**src/core/cfg_pkg.sv**
```systemverilog
// Constants and types for the passive serial configuration loader
`default_nettype none
package cfg_pkg;
  // Register byte offsets
  localparam logic [7:0] OFS_CTRL   = 8'h00;
  localparam logic [7:0] OFS_LENGTH = 8'h04;
  localparam logic [7:0] OFS_EXPECT = 8'h08;
  localparam logic [7:0] OFS_STATUS = 8'h0C;
  localparam logic [7:0] OFS_COUNT  = 8'h10;
  localparam logic [7:0] OFS_BYTE   = 8'h14;
  // Control register fields
  localparam int CTRL_FAST  = 0;
  localparam int CTRL_CABLE = 1;
  localparam int CTRL_USRCK = 2;
  localparam int CTRL_CHECK = 3;
  localparam int CTRL_W     = 4;
  // Status register fields
  localparam int STAT_STATE  = 0;
  localparam int STAT_ERR    = 8;
  localparam int STAT_LOADED = 9;
  localparam int STAT_USER   = 10;
  localparam int STAT_STPIN  = 11;
  localparam int STAT_DNPIN  = 12;
  // Reset values
  localparam logic [3:0]  CTRL_RST   = 4'h2;
  localparam logic [31:0] LENGTH_RST = 32'h0000_0100;
  localparam logic [7:0]  EXPECT_RST = 8'h00;
  // Bus responses
  localparam logic [1:0] RESP_OKAY   = 2'h0;
  localparam logic [1:0] RESP_SLVERR = 2'h2;
  // Timing
  localparam int CLK_PERIOD_NS    = 5;
  localparam int STATUS_LOW_NS    = 45000;
  localparam int STATUS_LOW_CYC   =
    (STATUS_LOW_NS + CLK_PERIOD_NS - 1) / CLK_PERIOD_NS;
  localparam int INIT_FALL_EDGES  = 2;
  localparam int INIT_USER_CLOCKS = 3192;
  // Loader states
  typedef enum logic [4:0] {
    ST_CLEAR = 5'h01,
    ST_LOAD  = 5'h02,
    ST_INIT  = 5'h04,
    ST_USER  = 5'h08,
    ST_ERROR = 5'h10
  } state_e;
endpackage : cfg_pkg
`default_nettype wire

```
**src/core/cfg_loader.sv**
```systemverilog
// Passive serial configuration loader with AXI4-Lite control
//
// Local design decisions: the AXI4-Lite register port and the placing of the registers.
`default_nettype none
// How it works
// - Host keeps clocking until done rises; device accepts bits until its count reaches length.
// - Cable loading ignores the user start-up clock option entirely.
// - Request, status, bit clock, data and done are shared chain-wide.
// - Wired done lines make all chained devices enter user mode together.
// - Any device seeing status low halts the whole chain's configuration.
// - Fast parallel mode takes a whole byte per bit-clock cycle.
// - Request low in user mode restarts; user mode leaves lines high.
// - Data is sampled on the bit-clock rising edge.
module cfg_loader
  import cfg_pkg::*;
#(
  parameter int STATUS_HOLD_CYCLES = cfg_pkg::STATUS_LOW_CYC,
  parameter int INIT_CLOCKS        = cfg_pkg::INIT_USER_CLOCKS
) (
  input  wire logic        I_MCLK,
  input  wire logic        I_RST_N,
  input  wire logic [7:0]  I_AWADDR,
  input  wire logic        I_AWVALID,
  output logic             O_AWREADY,
  input  wire logic [31:0] I_WDATA,
  input  wire logic [3:0]  I_WSTRB,
  input  wire logic        I_WVALID,
  output logic             O_WREADY,
  output logic [1:0]       O_BRESP,
  output logic             O_BVALID,
  input  wire logic        I_BREADY,
  input  wire logic [7:0]  I_ARADDR,
  input  wire logic        I_ARVALID,
  output logic             O_ARREADY,
  output logic [31:0]      O_RDATA,
  output logic [1:0]       O_RRESP,
  output logic             O_RVALID,
  input  wire logic        I_RREADY,
  input  wire logic        I_CFG_REQ_N,
  input  wire logic        I_STATUS_N,
  output logic             O_STATUS_N,
  output logic             O_STATUS_N_OE,
  input  wire logic        I_DONE,
  output logic             O_DONE,
  output logic             O_DONE_OE,
  input  wire logic        I_BIT_CLOCK,
  input  wire logic [7:0]  I_DATA,
  input  wire logic        I_USER_STARTUP_CLOCK,
  output logic [7:0]       O_BYTE,
  output logic             O_BYTE_VALID,
  output logic             O_USER_MODE
);
  import cfg_pkg::*;

  // Register address in word units; low two bits are ignored
  function automatic logic mapped(input logic [7:0] a);
    mapped = (a[7:2] <= OFS_BYTE[7:2]);
  endfunction : mapped

  // Byte-lane merge for writable registers
  function automatic logic [31:0] merge(input logic [31:0] old_v,
                                        input logic [31:0] new_v,
                                        input logic [3:0]  strb);
    for (int i = 0; i < 4; i++) begin
      old_v[8*i +: 8] = strb[i] ? new_v[8*i +: 8] : old_v[8*i +: 8];
    end
    merge = old_v;
  endfunction : merge

  logic [12:0]       pins_s;
  logic [7:0]        data_s;
  logic              bclk_s, req_n_s, status_s, done_s, uclk_s;
  logic              bclk_q, uclk_q, bclk_rise, bclk_fall, uclk_rise;
  state_e            state, next_state;
  logic [CTRL_W-1:0] ctrl;
  logic [31:0]       length, count, next_count;
  logic [7:0]        expect_sum, sum, shreg, new_byte;
  logic [2:0]        bitpos;
  logic [15:0]       hold_cnt;
  logic [1:0]        fall_cnt;
  logic [11:0]       uclk_cnt;
  logic              loaded, next_loaded, err, load_edge, byte_done;
  logic              finish, bad, need_uclk, init_ok;
  logic              aw_got, w_got, commit;
  logic [7:0]        aw_addr;
  logic [31:0]       w_data, rd_mux;
  logic [3:0]        w_strb;

  // All pins are outside the clock domain
  cfg_sync #(.WIDTH(13)) u_sync (
    .i_clk   (I_MCLK),
    .i_rst_n (I_RST_N),
    .i_async ({I_USER_STARTUP_CLOCK, I_DONE, I_STATUS_N, I_CFG_REQ_N,
               I_BIT_CLOCK, I_DATA}),
    .o_sync  (pins_s)
  );
  assign data_s   = pins_s[7:0];
  assign bclk_s   = pins_s[8];
  assign req_n_s  = pins_s[9];
  assign status_s = pins_s[10];
  assign done_s   = pins_s[11];
  assign uclk_s   = pins_s[12];

  // Edge finders on the synchronised clocks
  always_ff @(posedge I_MCLK) begin
    if (!I_RST_N) begin
      bclk_q <= 1'b0;
      uclk_q <= 1'b0;
    end else begin
      bclk_q <= bclk_s;
      uclk_q <= uclk_s;
    end
  end
  assign bclk_rise = bclk_s & ~bclk_q;
  assign bclk_fall = ~bclk_s & bclk_q;
  assign uclk_rise = uclk_s & ~uclk_q;

  // Data and clock share one sync delay, so setup at the pin carries over
  assign load_edge  = (state == ST_LOAD) && !loaded && bclk_rise;
  assign byte_done  = load_edge && (ctrl[CTRL_FAST] || bitpos == 3'h7);
  assign new_byte   = ctrl[CTRL_FAST] ? data_s
                    : {data_s[0], shreg[7:1]};
  assign next_count = count + (ctrl[CTRL_FAST] ? 32'h8 : 32'h1);
  assign finish     = load_edge && (next_count >= length);
  // Checksum covers whole bytes only
  assign bad = finish && ctrl[CTRL_CHECK] &&
               ((byte_done ? sum + new_byte : sum) != expect_sum);
  assign next_loaded = (state == ST_CLEAR) ? 1'b0 : (loaded | finish);
  // Cable loading disables the user start-up clock option
  assign need_uclk = ctrl[CTRL_USRCK] && !ctrl[CTRL_CABLE];
  assign init_ok   = (fall_cnt == 2'(INIT_FALL_EDGES)) &&
                     (!need_uclk || uclk_cnt == 12'(INIT_CLOCKS));

  // Sequence from request through load and start-up to user mode
  always_comb begin
    next_state = state;
    case (state)
      ST_CLEAR: begin
        if (req_n_s && hold_cnt == 16'h0 && status_s && !O_STATUS_N_OE) begin
          next_state = ST_LOAD;
        end
      end
      ST_LOAD: begin
        if (!status_s || bad) begin
          next_state = ST_ERROR;
        end else if (loaded && done_s) begin
          next_state = ST_INIT;
        end
      end
      ST_INIT: begin
        if (!status_s) begin
          next_state = ST_ERROR;
        end else if (init_ok) begin
          next_state = ST_USER;
        end
      end
      ST_USER:  next_state = ST_USER;
      ST_ERROR: next_state = ST_ERROR;
      default:  next_state = ST_CLEAR;
    endcase
    if (!req_n_s) begin
      next_state = ST_CLEAR;
    end
  end

  always_ff @(posedge I_MCLK) begin
    if (!I_RST_N) begin
      state <= ST_CLEAR;
    end else begin
      state <= next_state;
    end
  end

  // Status hold time after a request or power-up
  always_ff @(posedge I_MCLK) begin
    if (!I_RST_N || !req_n_s) begin
      hold_cnt <= 16'(STATUS_HOLD_CYCLES);
    end else if (state == ST_CLEAR && hold_cnt != 16'h0) begin
      hold_cnt <= hold_cnt - 16'h1;
    end
  end

  // Shift path, byte assembly and checksum
  always_ff @(posedge I_MCLK) begin
    if (!I_RST_N || state == ST_CLEAR) begin
      count        <= 32'h0;
      shreg        <= 8'h00;
      bitpos       <= 3'h0;
      sum          <= 8'h00;
      O_BYTE_VALID <= 1'b0;
      if (!I_RST_N) begin
        O_BYTE <= 8'h00;
      end
    end else begin
      O_BYTE_VALID <= byte_done;
      if (load_edge) begin
        count  <= next_count;
        shreg  <= new_byte;
        bitpos <= bitpos + 3'h1;
      end
      if (byte_done) begin
        O_BYTE <= new_byte;
        sum    <= sum + new_byte;
      end
    end
  end

  // Load completion and error flag
  always_ff @(posedge I_MCLK) begin
    if (!I_RST_N) begin
      loaded <= 1'b0;
      err    <= 1'b0;
    end else begin
      loaded <= next_loaded;
      if (next_state == ST_ERROR) begin
        err <= 1'b1;
      end else if (state == ST_CLEAR) begin
        err <= 1'b0;
      end
    end
  end

  // Start-up counting: two bit-clock falls, then user clock if enabled
  always_ff @(posedge I_MCLK) begin
    if (!I_RST_N || state != ST_INIT) begin
      fall_cnt <= 2'h0;
      uclk_cnt <= 12'h0;
    end else if (fall_cnt != 2'(INIT_FALL_EDGES)) begin
      if (bclk_fall) begin
        fall_cnt <= fall_cnt + 2'h1;
      end
    end else if (need_uclk && uclk_rise && uclk_cnt != 12'(INIT_CLOCKS)) begin
      uclk_cnt <= uclk_cnt + 12'h1;
    end
  end

  // Open-drain pins only ever pull low; the chain shares them
  always_ff @(posedge I_MCLK) begin
    if (!I_RST_N) begin
      O_STATUS_N    <= 1'b0;
      O_DONE        <= 1'b0;
      O_STATUS_N_OE <= 1'b1;
      O_DONE_OE     <= 1'b1;
      O_USER_MODE   <= 1'b0;
    end else begin
      O_STATUS_N    <= 1'b0;
      O_DONE        <= 1'b0;
      O_STATUS_N_OE <= (next_state == ST_ERROR) ||
                       (next_state == ST_CLEAR &&
                        (!req_n_s || hold_cnt > 16'h1));
      O_DONE_OE     <= !(next_state == ST_INIT || next_state == ST_USER ||
                         (next_state == ST_LOAD && next_loaded));
      O_USER_MODE   <= (next_state == ST_USER);
    end
  end

  // Write channel: address and data taken in either order
  assign commit = aw_got && w_got && !O_BVALID;
  always_ff @(posedge I_MCLK) begin
    if (!I_RST_N) begin
      O_AWREADY <= 1'b0;
      O_WREADY  <= 1'b0;
      aw_got    <= 1'b0;
      w_got     <= 1'b0;
      aw_addr   <= 8'h00;
      w_data    <= 32'h0;
      w_strb    <= 4'h0;
      O_BVALID  <= 1'b0;
      O_BRESP   <= RESP_OKAY;
    end else begin
      O_AWREADY <= I_AWVALID && !O_AWREADY && !aw_got && !O_BVALID;
      O_WREADY  <= I_WVALID && !O_WREADY && !w_got && !O_BVALID;
      if (I_AWVALID && O_AWREADY) begin
        aw_got  <= 1'b1;
        aw_addr <= I_AWADDR;
      end
      if (I_WVALID && O_WREADY) begin
        w_got  <= 1'b1;
        w_data <= I_WDATA;
        w_strb <= I_WSTRB;
      end
      if (commit) begin
        aw_got   <= 1'b0;
        w_got    <= 1'b0;
        O_BVALID <= 1'b1;
        O_BRESP  <= mapped(aw_addr) ? RESP_OKAY : RESP_SLVERR;
      end else if (I_BREADY) begin
        O_BVALID <= 1'b0;
      end
    end
  end

  // Writable registers; status and count ignore writes
  always_ff @(posedge I_MCLK) begin
    if (!I_RST_N) begin
      ctrl       <= CTRL_RST;
      length     <= LENGTH_RST;
      expect_sum <= EXPECT_RST;
    end else if (commit) begin
      case ({aw_addr[7:2], 2'b00})
        OFS_CTRL:
          ctrl <= CTRL_W'(merge(32'(ctrl), w_data, w_strb));
        OFS_LENGTH: length <= merge(length, w_data, w_strb);
        OFS_EXPECT:
          expect_sum <= 8'(merge(32'(expect_sum), w_data, w_strb));
        default: ;
      endcase
    end
  end

  // Read decode
  always_comb begin
    rd_mux = 32'h0;
    case ({I_ARADDR[7:2], 2'b00})
      OFS_CTRL:   rd_mux = 32'(ctrl);
      OFS_LENGTH: rd_mux = length;
      OFS_EXPECT: rd_mux = 32'(expect_sum);
      OFS_STATUS: begin
        rd_mux[STAT_STATE +: 5] = state;
        rd_mux[STAT_ERR]        = err;
        rd_mux[STAT_LOADED]     = loaded;
        rd_mux[STAT_USER]       = O_USER_MODE;
        rd_mux[STAT_STPIN]      = status_s;
        rd_mux[STAT_DNPIN]      = done_s;
      end
      OFS_COUNT:  rd_mux = count;
      OFS_BYTE:   rd_mux = 32'(O_BYTE);
      default:    rd_mux = 32'h0;
    endcase
  end

  always_ff @(posedge I_MCLK) begin
    if (!I_RST_N) begin
      O_ARREADY <= 1'b0;
      O_RVALID  <= 1'b0;
      O_RDATA   <= 32'h0;
      O_RRESP   <= RESP_OKAY;
    end else begin
      O_ARREADY <= I_ARVALID && !O_ARREADY && !O_RVALID;
      if (I_ARVALID && O_ARREADY) begin
        O_RVALID <= 1'b1;
        O_RDATA  <= rd_mux;
        O_RRESP  <= mapped(I_ARADDR) ? RESP_OKAY : RESP_SLVERR;
      end else if (I_RREADY) begin
        O_RVALID <= 1'b0;
      end
    end
  end

  // Checks
  restart_req_a: assert property (@(posedge I_MCLK) disable iff (!I_RST_N)
    !req_n_s |=> state == ST_CLEAR && !O_USER_MODE)
    else $error("request low did not restart");
  status_err_a: assert property (@(posedge I_MCLK) disable iff (!I_RST_N)
    (state == ST_LOAD && bad && req_n_s) |=> O_STATUS_N_OE [*2])
    else $error("error not driven on status");
  chain_halt_a: assert property (@(posedge I_MCLK) disable iff (!I_RST_N)
    (state == ST_LOAD && !status_s && req_n_s) |=> state == ST_ERROR)
    else $error("status low did not halt load");
  done_wait_a: assert property (@(posedge I_MCLK) disable iff (!I_RST_N)
    (state == ST_LOAD ##1 state == ST_INIT) |-> $past(done_s))
    else $error("start-up before shared done high");
  bit_step_a: assert property (@(posedge I_MCLK) disable iff (!I_RST_N)
    (load_edge && !ctrl[CTRL_FAST] && req_n_s)
      |=> count == $past(count) + 32'h1)
    else $error("serial bit not counted");
  byte_step_a: assert property (@(posedge I_MCLK) disable iff (!I_RST_N)
    (load_edge && ctrl[CTRL_FAST] && req_n_s)
      |=> O_BYTE_VALID && O_BYTE == $past(data_s))
    else $error("parallel byte not taken");
  cable_skip_a: assert property (@(posedge I_MCLK) disable iff (!I_RST_N)
    (state == ST_INIT && fall_cnt == 2'(INIT_FALL_EDGES) && ctrl[CTRL_CABLE]
      && req_n_s && status_s) |=> state == ST_USER)
    else $error("cable start-up waited for user clock");
  accept_done_a: assert property (@(posedge I_MCLK) disable iff (!I_RST_N)
    (state == ST_LOAD && !loaded) |-> O_DONE_OE)
    else $error("done released before load complete");
  shared_pins_a: assert property (@(posedge I_MCLK) disable iff (!I_RST_N)
    O_USER_MODE |-> !O_STATUS_N_OE && !O_DONE_OE && !O_STATUS_N && !O_DONE)
    else $error("shared line held low in user mode");
endmodule : cfg_loader
`default_nettype wire

```
**src/core/cfg_sync.sv**
```systemverilog
// Two-flop synchroniser for a group of pin inputs
`default_nettype none
module cfg_sync #(
  parameter int WIDTH = 1
) (
  input  wire logic             i_clk,
  input  wire logic             i_rst_n,
  input  wire logic [WIDTH-1:0] i_async,
  output logic      [WIDTH-1:0] o_sync
);
  logic [WIDTH-1:0] meta;

  // First stage feeds only the second
  always_ff @(posedge i_clk) begin
    if (!i_rst_n) begin
      meta   <= '0;
      o_sync <= '0;
    end else begin
      meta   <= i_async;
      o_sync <= meta;
    end
  end
endmodule : cfg_sync
`default_nettype wire

```
**config.mk**
```make
export PLATFORM = sky130hd
export DESIGN_NAME = cfg_loader
export DESIGN_NICKNAME = d
export VERILOG_FILES = /design/src/core/cfg_pkg.sv /design/src/core/cfg_loader.sv /design/src/core/cfg_sync.sv
export SDC_FILE = /design/constraint.sdc
export NUM_CORES = 1
export LEC_CHECK = 0
export ABC_AREA = 1
export BUFFER_PORTS_ARGS = -buffer_cell sky130_fd_sc_hd__buf_2
export CORE_ASPECT_RATIO = 0.75
export CORE_MARGIN = 4
export CORE_UTILIZATION = 65
export CTS_BUF_LIST = sky130_fd_sc_hd__clkbuf_4
export CTS_CLUSTER_DIAMETER = 40
export CTS_CLUSTER_SIZE = 12
export DETAILED_ROUTE_END_ITERATION = 8
export GPL_TIMING_DRIVEN = 1
export MAX_ROUTING_LAYER = met4
export PLACE_DENSITY = 0.95
export SETUP_SLACK_MARGIN = 0.15
export SLEW_MARGIN = 20
export SYNTH_ARGS = -nofsm -noshare
export SYNTH_HDL_FRONTEND = slang
export SYNTH_SLANG_ARGS = --single-unit
```
**constraint.sdc**
```tcl
create_clock -name I_MCLK -period 5.68 [get_ports I_MCLK]
set_clock_uncertainty 0.2 [all_clocks]
set_input_delay 1.136 -clock I_MCLK [delete_from_list [all_inputs] [get_ports I_MCLK]]
set_output_delay 1.136 -clock I_MCLK [all_outputs]
set_load 0.02 [all_outputs]
```
==> flow_metrics.env, run 1 <==
export IMPL_outcome="complete, no violations"
export IMPL_rr_startpoint="ctrl[0]"
export IMPL_power_density_nw_per_um2=230
export IMPL_cts_sinks=254
export IMPL_cap_violations=0
export IMPL_wl_per_cell_microns=15.7
export IMPL_cp_max_fo=13
export IMPL_ys_types=47
export IMPL_syn_cell_area_sq_um=12000
export IMPL_clk_path_buf_depth=3
export IMPL_synth_simple_area_share_pct=19.6
export IMPL_cp_startpoint="ctrl[0]"
export IMPL_clk_pin_slew_ns=0.13
export IMPL_viasPerCell=5.79
export IMPL_dp_slack_ns=0.881
export IMPL_grt_max_degree=85
export IMPL_grt_setup_unrepaired="false"
export IMPL_critPathRequiredTime_ns=6.09
export IMPL_io_pins=127
export IMPL_crit_type="flop to flop"
export IMPL_ys_top_cells_by_area="dfxtp_1, inv_1, nand2_1, a21oi_1, o21ai_0"
export IMPL_grt_pass1_vias=10600
export IMPL_syn_to_final_growth_pct=8.98
export IMPL_die_h_microns=126
export IMPL_setup_slack_ns=0.659
export IMPL_holdCritStartpoint="u_sync.meta[5]"
export IMPL_vias=11600
export IMPL_peakVddDrop_uv=202
export IMPL_portBuffers=118
export IMPL_arrival_ns=5.43
export IMPL_finalCriticalPeriod_ns=5.02
export IMPL_grt_overflow_total=0
export IMPL_cts_setup_buffers=0
export IMPL_synth_top_family_by_area="simple AND/OR/NAND/NOR gates"
export IMPL_final_common_cell="inv_1"
export IMPL_final_cell_mix="inv_1, nand2_1, dfxtp_1"
export IMPL_synthMuxAreaShare_pct=0
export IMPL_timing_fmax_mhz=199
export IMPL_core_sq_um=17900
export IMPL_synth_xor_area_share_pct=1.82
export IMPL_synth_adder_area_share_pct=5.28
export IMPL_nets=1863
export IMPL_rows=42
export IMPL_antenna_found_initial=0
export IMPL_endpoint_kind="flop"
export IMPL_drive_gt1_share_pct=11.1
export IMPL_post_route_period_util_pct=88.4
export IMPL_dpl_hpwl_mm=23.0
export IMPL_slew_headroom_pct=33.0
export IMPL_gr_usage_all_layers_pct=30.3
export IMPL_cts_tree="yes"
export IMPL_fin_tns_setup_ns=0
export IMPL_synth_top_cell_area_share_pct=41.0
export IMPL_crit_slowest_cell="dfxtp_1"
export IMPL_cts_max_level=1
export IMPL_worstHoldPathType="flop to flop"
export IMPL_ys_seq_area_share_pct=43.0
export IMPL_setup_viol=0
export IMPL_syn_area_per_cell_sq_um=7.29
export IMPL_cts_root_buffer="clkbuf_4"
export IMPL_slowest_delay_ns=0.49
export IMPL_maxSlewViolCount=0
export IMPL_diodes=0
export IMPL_holdBufCountCts=0
export IMPL_fillers=1366
export IMPL_dieArea_sq_um=20700
export IMPL_cp_start_kind="flop"
export IMPL_fin_area_sq_um=13100
export IMPL_wl_mm=31.4
export IMPL_yosys_warnings=0
export IMPL_place_area_sq_um=12700
export IMPL_finalHoldViolCount=0
export IMPL_die_w_microns=165
export IMPL_clkLatencyLatePin_ns=0.70
export IMPL_syn_inst=1646
export IMPL_ys_ff_latch=254
export IMPL_start_util_pct=67.2
export IMPL_routabilityCongestion=0.983
export IMPL_grt_pass1_wl_mm=50.9
export IMPL_synth_area_leader_cell="dfxtp_1"
export IMPL_dr_pass1_iters=6
export IMPL_cts_repair_resized=0
export IMPL_synth_compound_area_share_pct=18.9
export IMPL_first_iter_violations=1311
export IMPL_drc=0
export IMPL_crit_top_cell="nand2_1"
export IMPL_cts_made_buffers=28
export IMPL_cellLeakagePower_uw=0.00612
export IMPL_tightest_slew_ns=0.996
export IMPL_ant_nets=0
==> routing by layer <==
metal / up-vias / routed length, microns / track usage, %
met5: - / 0 / -
met4: 0 / 878 / 8.22
met3: 86 / 3140 / 5.52
met2: 597 / 13900 / 45.8
met1: 5328 / 13600 / 42.3
li1: 5557 / - / -
==> state kept, by name (all words and copies together) (netlist names), 2 cells and up <==
name           flops
O_BYTE             8
O_RDATA           32
aw_addr            6
bitpos             3
count             32
ctrl               4
expect_sum         8
fall_cnt           2
hold_cnt          16
length            32
shreg              7
state              5
sum                8
u_sync.meta       13
u_sync.o_sync     13
uclk_cnt          12
w_data            32
w_strb             4
==> worst max-delay path: cells and delay by family (launching register included) <==
kind | cells | cell delay, ns
AND/OR/NAND/NOR | 24 | 2.92
adder cells (fa/ha/maj) | 3 | 0.73
AO/OA/AOI/OAI | 1 | 0.11
flip-flops | 1 | 0.49
buffers and inverters | 3 | 0.49
==> layout make-up <==
type,count,area (sq um),area share [%]
clock buffers,33,248,1.89
clock inverters,11,114,0.871
inverters,294,1100,8.44
multi-input cells,1037,5490,42.0
flip-flops and latches,254,5160,39.5
well taps,242,303,2.32
repair buffers,126,653,4.99
==> power breakdown <==
part	internal (uW)	leakage (uW)	switching (uW)
clock	374	0.000212	619
combinational	57.1	0.00382	108
sequential	1830	0.00208	22.3
total	2260	0.00612	749
==> cell families after synthesis <==
logic type,count (synthesis)
AOI/OAI and AO/OA,409
xor gates and xnor gates,25
adders and majority gates,50
buffers and inverters,358
DFF,254
other,1
and+or+nand+nor,549
==> per-stage QoR <==
step / std cells / hold slack, ns / power (uW) / util (%)
floorplan: 1649 / 0.190 / 1990 / -
global placement: 1953 / 0.197 / 2040 / 71.2
detailed placement: 1953 / 0.204 / 2050 / 71.2
CTS: 1997 / 0.226 / 3000 / 73.2
global route: 1997 / 0.244 / 3100 / 73.2
finish: 1997 / 0.198 / 3010 / 73.2
==> worst paths after layout <==
check	slack, ns	to	cells past startpoint
worst min-delay path	0.20	u_sync.o_sync[5]	2
worst max-delay path	0.66	err	31
worst min register to register	0.20	u_sync.o_sync[5]	2
worst max register to register	0.66	err	31
==> Yosys cell counts (all sizes together) <==
cell type,instances
clkinv,3
conb,1
a22oi,3
edfxtp,8
o31ai,2
nand2,253
o221a,1
a21oi,170
o221ai,21
fa,1
inv,291
a211oi,4
o2111ai,3
a21o,2
and2,1
dfxtp,246
nand3b,3
nor2,160
nand3,60
o21ai,161
o21bai,1
xor2,24
nor3,30
clkbuf,54
xnor2,1
nor4,9
a31oi,1
o211ai,24
buf,10
ha,49
a221oi,2
nand4,23
or2,10
o21a,6
o22ai,8
No activity file was read; power rests on OpenSTA's default activity.
==> run 2: changes to the inputs <==
--- a/config.mk
+++ b/config.mk
@@ -9,14 +9,14 @@
 export BUFFER_PORTS_ARGS = -buffer_cell sky130_fd_sc_hd__buf_2
 export CORE_ASPECT_RATIO = 0.75
 export CORE_MARGIN = 4
-export CORE_UTILIZATION = 65
+export CORE_UTILIZATION = 45
 export CTS_BUF_LIST = sky130_fd_sc_hd__clkbuf_4
 export CTS_CLUSTER_DIAMETER = 40
 export CTS_CLUSTER_SIZE = 12
 export DETAILED_ROUTE_END_ITERATION = 8
 export GPL_TIMING_DRIVEN = 1
 export MAX_ROUTING_LAYER = met4
-export PLACE_DENSITY = 0.95
+export PLACE_DENSITY = 0.73
 export SETUP_SLACK_MARGIN = 0.15
 export SLEW_MARGIN = 20
 export SYNTH_ARGS = -nofsm -noshare
==> run 2 against run 1 <==
  * Non-clock buffer count up 2
  * Global-route usage shrank 9.0 points
  * Register-to-register slack better by 0.15 ns
  * Final cell count grew 5.9%
  * First-iteration DRC count decreased by 41%
  * Setup slack gained 0.15 ns
  * Fmax grew 3.1%
  * Die area grew 42%
  * Critical endpoint unchanged
  * Largest cell class unchanged
==> flow_metrics.env, run 2 (synthesis gave the netlist of run 1 again) <==
export IMPL_syn_to_final_growth_pct=11.0
export IMPL_cap_violations=0
export IMPL_p_total_uw=3130
export IMPL_die_h_microns=149
export IMPL_start_util_pct=46.0
export IMPL_cts_repair_resized=0
export IMPL_wl_per_cell_microns=15.0
export IMPL_gr_usage_all_layers_pct=21.3
export IMPL_clk_pin_slew_ns=0.13
export IMPL_grt_pass1_vias=9983
export IMPL_cts_made_buffers=31
export IMPL_core_sq_um=26100
export IMPL_power_density_nw_per_um2=235
export IMPL_grt_max_degree=82
export IMPL_dpl_hpwl_mm=23.3
export IMPL_drc=0
export IMPL_portBuffers=118
export IMPL_endpoint_kind="flop"
export IMPL_post_route_period_util_pct=85.7
export IMPL_cp_start_kind="flop"
export IMPL_cp_max_fo=13
export IMPL_worstHoldPathType="flop to flop"
export IMPL_peakVddDrop_uv=190
export IMPL_tightest_slew_ns=0.995
export IMPL_dr_pass1_iters=5
export IMPL_slowest_delay_ns=0.49
export IMPL_routabilityCongestion=0.940
export IMPL_final_common_cell="inv_1"
export IMPL_grt_overflow_total=0
export IMPL_grt_pass1_wl_mm=50.3
export IMPL_outcome="complete, no violations"
export IMPL_drive_gt1_share_pct=11.5
export IMPL_final_cell_mix="inv_1, nand2_1, dfxtp_1"
export IMPL_cts_root_buffer="clkbuf_4"
export IMPL_finalHoldViolCount=0
export IMPL_setup_viol=0
export IMPL_crit_type="flop to flop"
export IMPL_io_pins=127
export IMPL_grt_setup_unrepaired="false"
export IMPL_antenna_found_initial=1
export IMPL_timing_fmax_mhz=205
export IMPL_cts_sinks=254
export IMPL_nets=1868
export IMPL_fin_tns_setup_ns=0
export IMPL_first_iter_violations=778
export IMPL_ant_nets=0
export IMPL_critPathRequiredTime_ns=6.17
export IMPL_wl_mm=31.6
export IMPL_clk_path_buf_depth=3
export IMPL_clkLatencyLatePin_ns=0.75
export IMPL_slew_headroom_pct=33.3
export IMPL_crit_top_cell="nand2_1"
export IMPL_viasPerCell=5.16
export IMPL_die_w_microns=197
export IMPL_crit_slowest_cell="dfxtp_1"
export IMPL_cts_tree="yes"
export IMPL_finalCriticalPeriod_ns=4.87
export IMPL_cts_setup_buffers=0
export IMPL_arrival_ns=5.35
export IMPL_cts_max_level=1
export IMPL_dieArea_sq_um=29400
export IMPL_rrSetupSlack_ns=0.81
export IMPL_maxSlewViolCount=0
export IMPL_cellLeakagePower_uw=0.00616
export IMPL_holdBufCountCts=0
export IMPL_vias=10900
export IMPL_rows=51
run 2: cell count changes in the layout (fill, tap and decap cells not counted), moves of 2 or more:
cell	previous run	this run
diode_2	0	2
clkinvlp_4	0	3
clkinv_1	5	9
clkbuf_4	33	35
buf_4	9	11
run 2: critical path, delay by kind of cell, from the launching register on:
family	cells	cell delay [ns]
and+or+nand+nor	24	2.83
DFF	1	0.49
buffers and inverters	3	0.50
AOI/OAI and AO/OA	1	0.12
adders and majority gates	3	0.67
run 2: metrics by stage:
stage	setup WS (ns)	instances	cell area (sq um)	util [%]	hold WS [ns]
finish	0.812	2114	13300	51.0	0.192
detailed placement	0.932	2057	12900	49.3	0.200
global route	0.260	2114	13300	51.0	0.201
CTS	0.901	2112	13300	51.0	0.193
floorplan	1.86	1649	12000	-	0.190
global placement	1.02	2057	12900	49.3	0.198
run 2: power by group:
part / total (uW) / internal (uW) / switching (uW) / leakage (uW)
combinational: 163 / 57.3 / 106 / 0.00383
clock: 1120 / 450 / 667 / 0.000246
sequential: 1850 / 1830 / 22.5 / 0.00208
total: 3130 / 2330 / 795 / 0.00616
run 2: final timing paths:
check / end / cells after the start / start
worst min-delay path: u_sync.o_sync[11] / 2 / u_sync.meta[11]
worst max register to register: err / 31 / ctrl[0]
worst max-delay path: err / 31 / ctrl[0]
worst min register to register: u_sync.o_sync[11] / 2 / u_sync.meta[11]
run 2: area by class of cell:
type	count	area, sq um
diodes	2	5.00
clock buffers	35	263
clock inverters	20	190
fillers	2606	12800
inverters	294	1100
multi-input cells	1037	5500
flip-flops and latches	254	5160
well taps	344	430
repair buffers	128	668
run 2: layer usage:
layer | GRT usage (%) | vias up | share of wire, % | wire length (microns)
li1 | - | 5568 | - | -
met1 | 31.0 | 4942 | 50 | 15700
met2 | 30.7 | 342 | 40 | 12700
met3 | 4.61 | 51 | 8.5 | 2680
met4 | 4.02 | 0 | 1.8 | 573
met5 | - | - | 0 | 0
==> run 3: changes to the inputs <==
--- a/config.mk
+++ b/config.mk
@@ -5,7 +5,6 @@
 export SDC_FILE = /design/constraint.sdc
 export NUM_CORES = 1
 export LEC_CHECK = 0
-export ABC_AREA = 1
 export BUFFER_PORTS_ARGS = -buffer_cell sky130_fd_sc_hd__buf_2
 export CORE_ASPECT_RATIO = 0.75
 export CORE_MARGIN = 4
@@ -17,7 +16,6 @@
 export GPL_TIMING_DRIVEN = 1
 export MAX_ROUTING_LAYER = met4
 export PLACE_DENSITY = 0.73
-export SETUP_SLACK_MARGIN = 0.15
 export SLEW_MARGIN = 20
 export SYNTH_ARGS = -nofsm -noshare
 export SYNTH_HDL_FRONTEND = slang
==> run 3 against run 2 <==
  * Non-clock buffer count is 2 higher
  * Cell area up 0.56%
  * Worst hold slack improved by 0.031 ns
  * Register-to-register slack gained 0.04 ns
  * Critical path type unchanged
  * Setup slack better by 0.044 ns
  * First-iteration DRC count grew 1.8%
  * Sequential share of layout area fell by 0.22 points
  * Sequential power is essentially flat
  * Die area grew 0.55%
  * Sequential cell count did not move
  * Power rose by 3.5%
==> flow_metrics.env, run 3 <==
export IMPL_worstHoldPathType="flop to flop"
export IMPL_synth_ff_type="dfxtp_1"
export IMPL_synthArstFlopShare_pct=0
export IMPL_cp_max_fo=13
export IMPL_ys_seq_area_share_pct=42.8
export IMPL_cellLeakagePower_uw=0.00508
export IMPL_cts_sinks=254
export IMPL_wl_mm=30.9
export IMPL_nets=1642
export IMPL_first_iter_violations=792
export IMPL_synth_edf_count=8
export IMPL_yosys_warnings=0
export IMPL_peakVddDrop_uv=175
export IMPL_finalCriticalPeriod_ns=4.82
export IMPL_dp_slack_ns=0.897
export IMPL_die_h_microns=150
export IMPL_multi_input_area_sq_um=6350
export IMPL_rows=51
export IMPL_slowest_delay_ns=0.56
export IMPL_antenna_found_initial=2
export IMPL_clk_path_buf_depth=3
export IMPL_dpl_hpwl_mm=22.4
export IMPL_ys_top_cells_by_area="dfxtp_1, nand2_1, nor2_1, ha_1, a21oi_1"
export IMPL_final_cell_mix="dfxtp_1, nand2_1, nor2_1"
export IMPL_cts_made_buffers=37
export IMPL_endpoint_kind="flop"
export IMPL_p_total_uw=3240
export IMPL_maxSlewViolCount=0
export IMPL_dr_pass1_iters=5
export IMPL_start_util_pct=46.1
export IMPL_crit_top_cell="ha_1"
export IMPL_fin_area_sq_um=13400
export IMPL_synth_area_leader_cell="dfxtp_1"
export IMPL_syn_inst=1434
export IMPL_clk_pin_slew_ns=0.12
export IMPL_ys_top_cells_by_count="dfxtp_1, nand2_1, nor2_1"
export IMPL_syn_area_per_cell_sq_um=8.42
export IMPL_syn_to_final_growth_pct=11.0
export IMPL_ys_types=74
export IMPL_crit_slowest_cell="dfxtp_1"
export IMPL_cap_violations=0
export IMPL_grt_max_degree=83
export IMPL_setup_slack_ns=0.855
export IMPL_vias=10200
export IMPL_path_delay_family="simple AND/OR/NAND/NOR gates"
export IMPL_final_common_cell="dfxtp_1"
export IMPL_cp_start_kind="flop"
export IMPL_synth_most_common_cell="dfxtp_1"
export IMPL_outcome="complete, no violations"
export IMPL_viasPerCell=5.41
export IMPL_utilization_pct=51.2
export IMPL_drive_gt1_share_pct=14.4
export IMPL_seqCellArea_sq_um=5160
export IMPL_tightest_slew_ns=1.05
export IMPL_cts_max_level=2
export IMPL_die_w_microns=197
export IMPL_cts_setup_buffers=0
export IMPL_core_sq_um=26200
export IMPL_crit_buf_inv=1
export IMPL_synth_top_cell_area_share_pct=40.8
export IMPL_place_area_sq_um=12900
export IMPL_timing_fmax_mhz=207
export IMPL_post_route_period_util_pct=84.9
export IMPL_finalHoldViolCount=0
export IMPL_dieArea_sq_um=29500
export IMPL_grt_pass1_wl_mm=50.0
export IMPL_crit_type="flop to flop"
export IMPL_arrival_ns=5.15
export IMPL_cts_repair_resized=0
export IMPL_cts_root_buffer="clkbuf_4"
export IMPL_cts_tree="yes"
export IMPL_critPathRequiredTime_ns=6.01
export IMPL_ys_ff_latch=254
export IMPL_routabilityCongestion=0.938
export IMPL_worstPathCellList="inv_1 -> ha_1 -> ha_1 -> a31oi_1 -> or2_2 -> nor3_4 -> nand4_4 -> nor3_1 -> xor2_1 -> ha_1 -> nand4_1 -> nor4_1 -> o21ai_0 -> a31oi_1 -> o21ai_0 -> o41ai_1 -> a21oi_1"
export IMPL_wl_per_cell_microns=16.3
export IMPL_slew_headroom_pct=30.2
export IMPL_syn_cell_area_sq_um=12100
export IMPL_ant_nets=0
export IMPL_drc=0
export IMPL_io_pins=127
export IMPL_holdBufCountCts=0
export IMPL_power_density_nw_per_um2=242
export IMPL_grt_setup_unrepaired="false"
export IMPL_fillers=2506
export IMPL_fin_tns_setup_ns=0
export IMPL_setup_viol=0
export IMPL_clkLatencyLatePin_ns=0.66
export IMPL_gr_usage_all_layers_pct=21.2
export IMPL_grt_overflow_total=0
export IMPL_portBuffers=118
export IMPL_grt_pass1_vias=9444
==> run 3: final cells by class <==
cell class	instances	area share [%]
Antenna cell	2	0.0374
Clock inverter	23	1.63
Sequential cell	254	38.6
Tap cell	344	3.21
Timing Repair Buffer	130	5.17
Multi-Input combinational cell	1040	47.4
Clock buffer	42	2.35
Inverter	57	1.61
==> run 3: worst reg2reg max path: cells and delay by family (launching register included) <==
kind	cells	cell delay, ns
simple gates	6	1.75
fa+ha+maj	3	0.75
compound gates	6	1.20
xor+xnor	1	0.11
flops	1	0.56
buf+inv	1	0.14
==> run 3: worst paths after layout <==
check                  from               end  slack (ns)  cells past startpoint
min          u_sync.meta[4]  u_sync.o_sync[4]        0.22                      1
max reg2reg         ctrl[0]         O_DONE_OE        0.86                     17
max                 ctrl[0]         O_DONE_OE        0.86                     17
min reg2reg  u_sync.meta[4]  u_sync.o_sync[4]        0.22                      1
==> run 3: metrics by stage <==
stage,std cells,hold slack [ns]
finish,1892,0.223
floorplan,1437,0.212
CTS,1890,0.233
global route,1892,0.261
detailed placement,1825,0.220
global placement,1825,0.218
==> run 3: cell families (layout without fill, tap and decap cells) <==
logic type / after synthesis / after routing / share of synthesized area (%)
buf+inv: 143 / 252 / 4.77
xor+xnor: 88 / 88 / 6.51
mux: 43 / 43 / 3.58
compound gates: 237 / 237 / 12.1
simple gates: 618 / 618 / 25.0
fa+ha+maj: 50 / 50 / 5.25
other cells: 1 / 6 / 0.0311
flops: 254 / 254 / 42.8
==> run 3: per-layer routing <==
layer | vias up | routed length [microns] | global-route usage, %
li1 | 5124 | - | -
met1 | 4686 | 15300 | 32.1
met2 | 373 | 12200 | 28.7
met3 | 58 | 2680 | 4.34
met4 | 0 | 689 | 5.30
met5 | - | 0 | -
==> run 3: where the power goes <==
part           internal [uW]  total, uW  switching (uW)
Clock                    494       1220             728
Sequential              1820       1850            24.8
Combinational           63.1        168             104
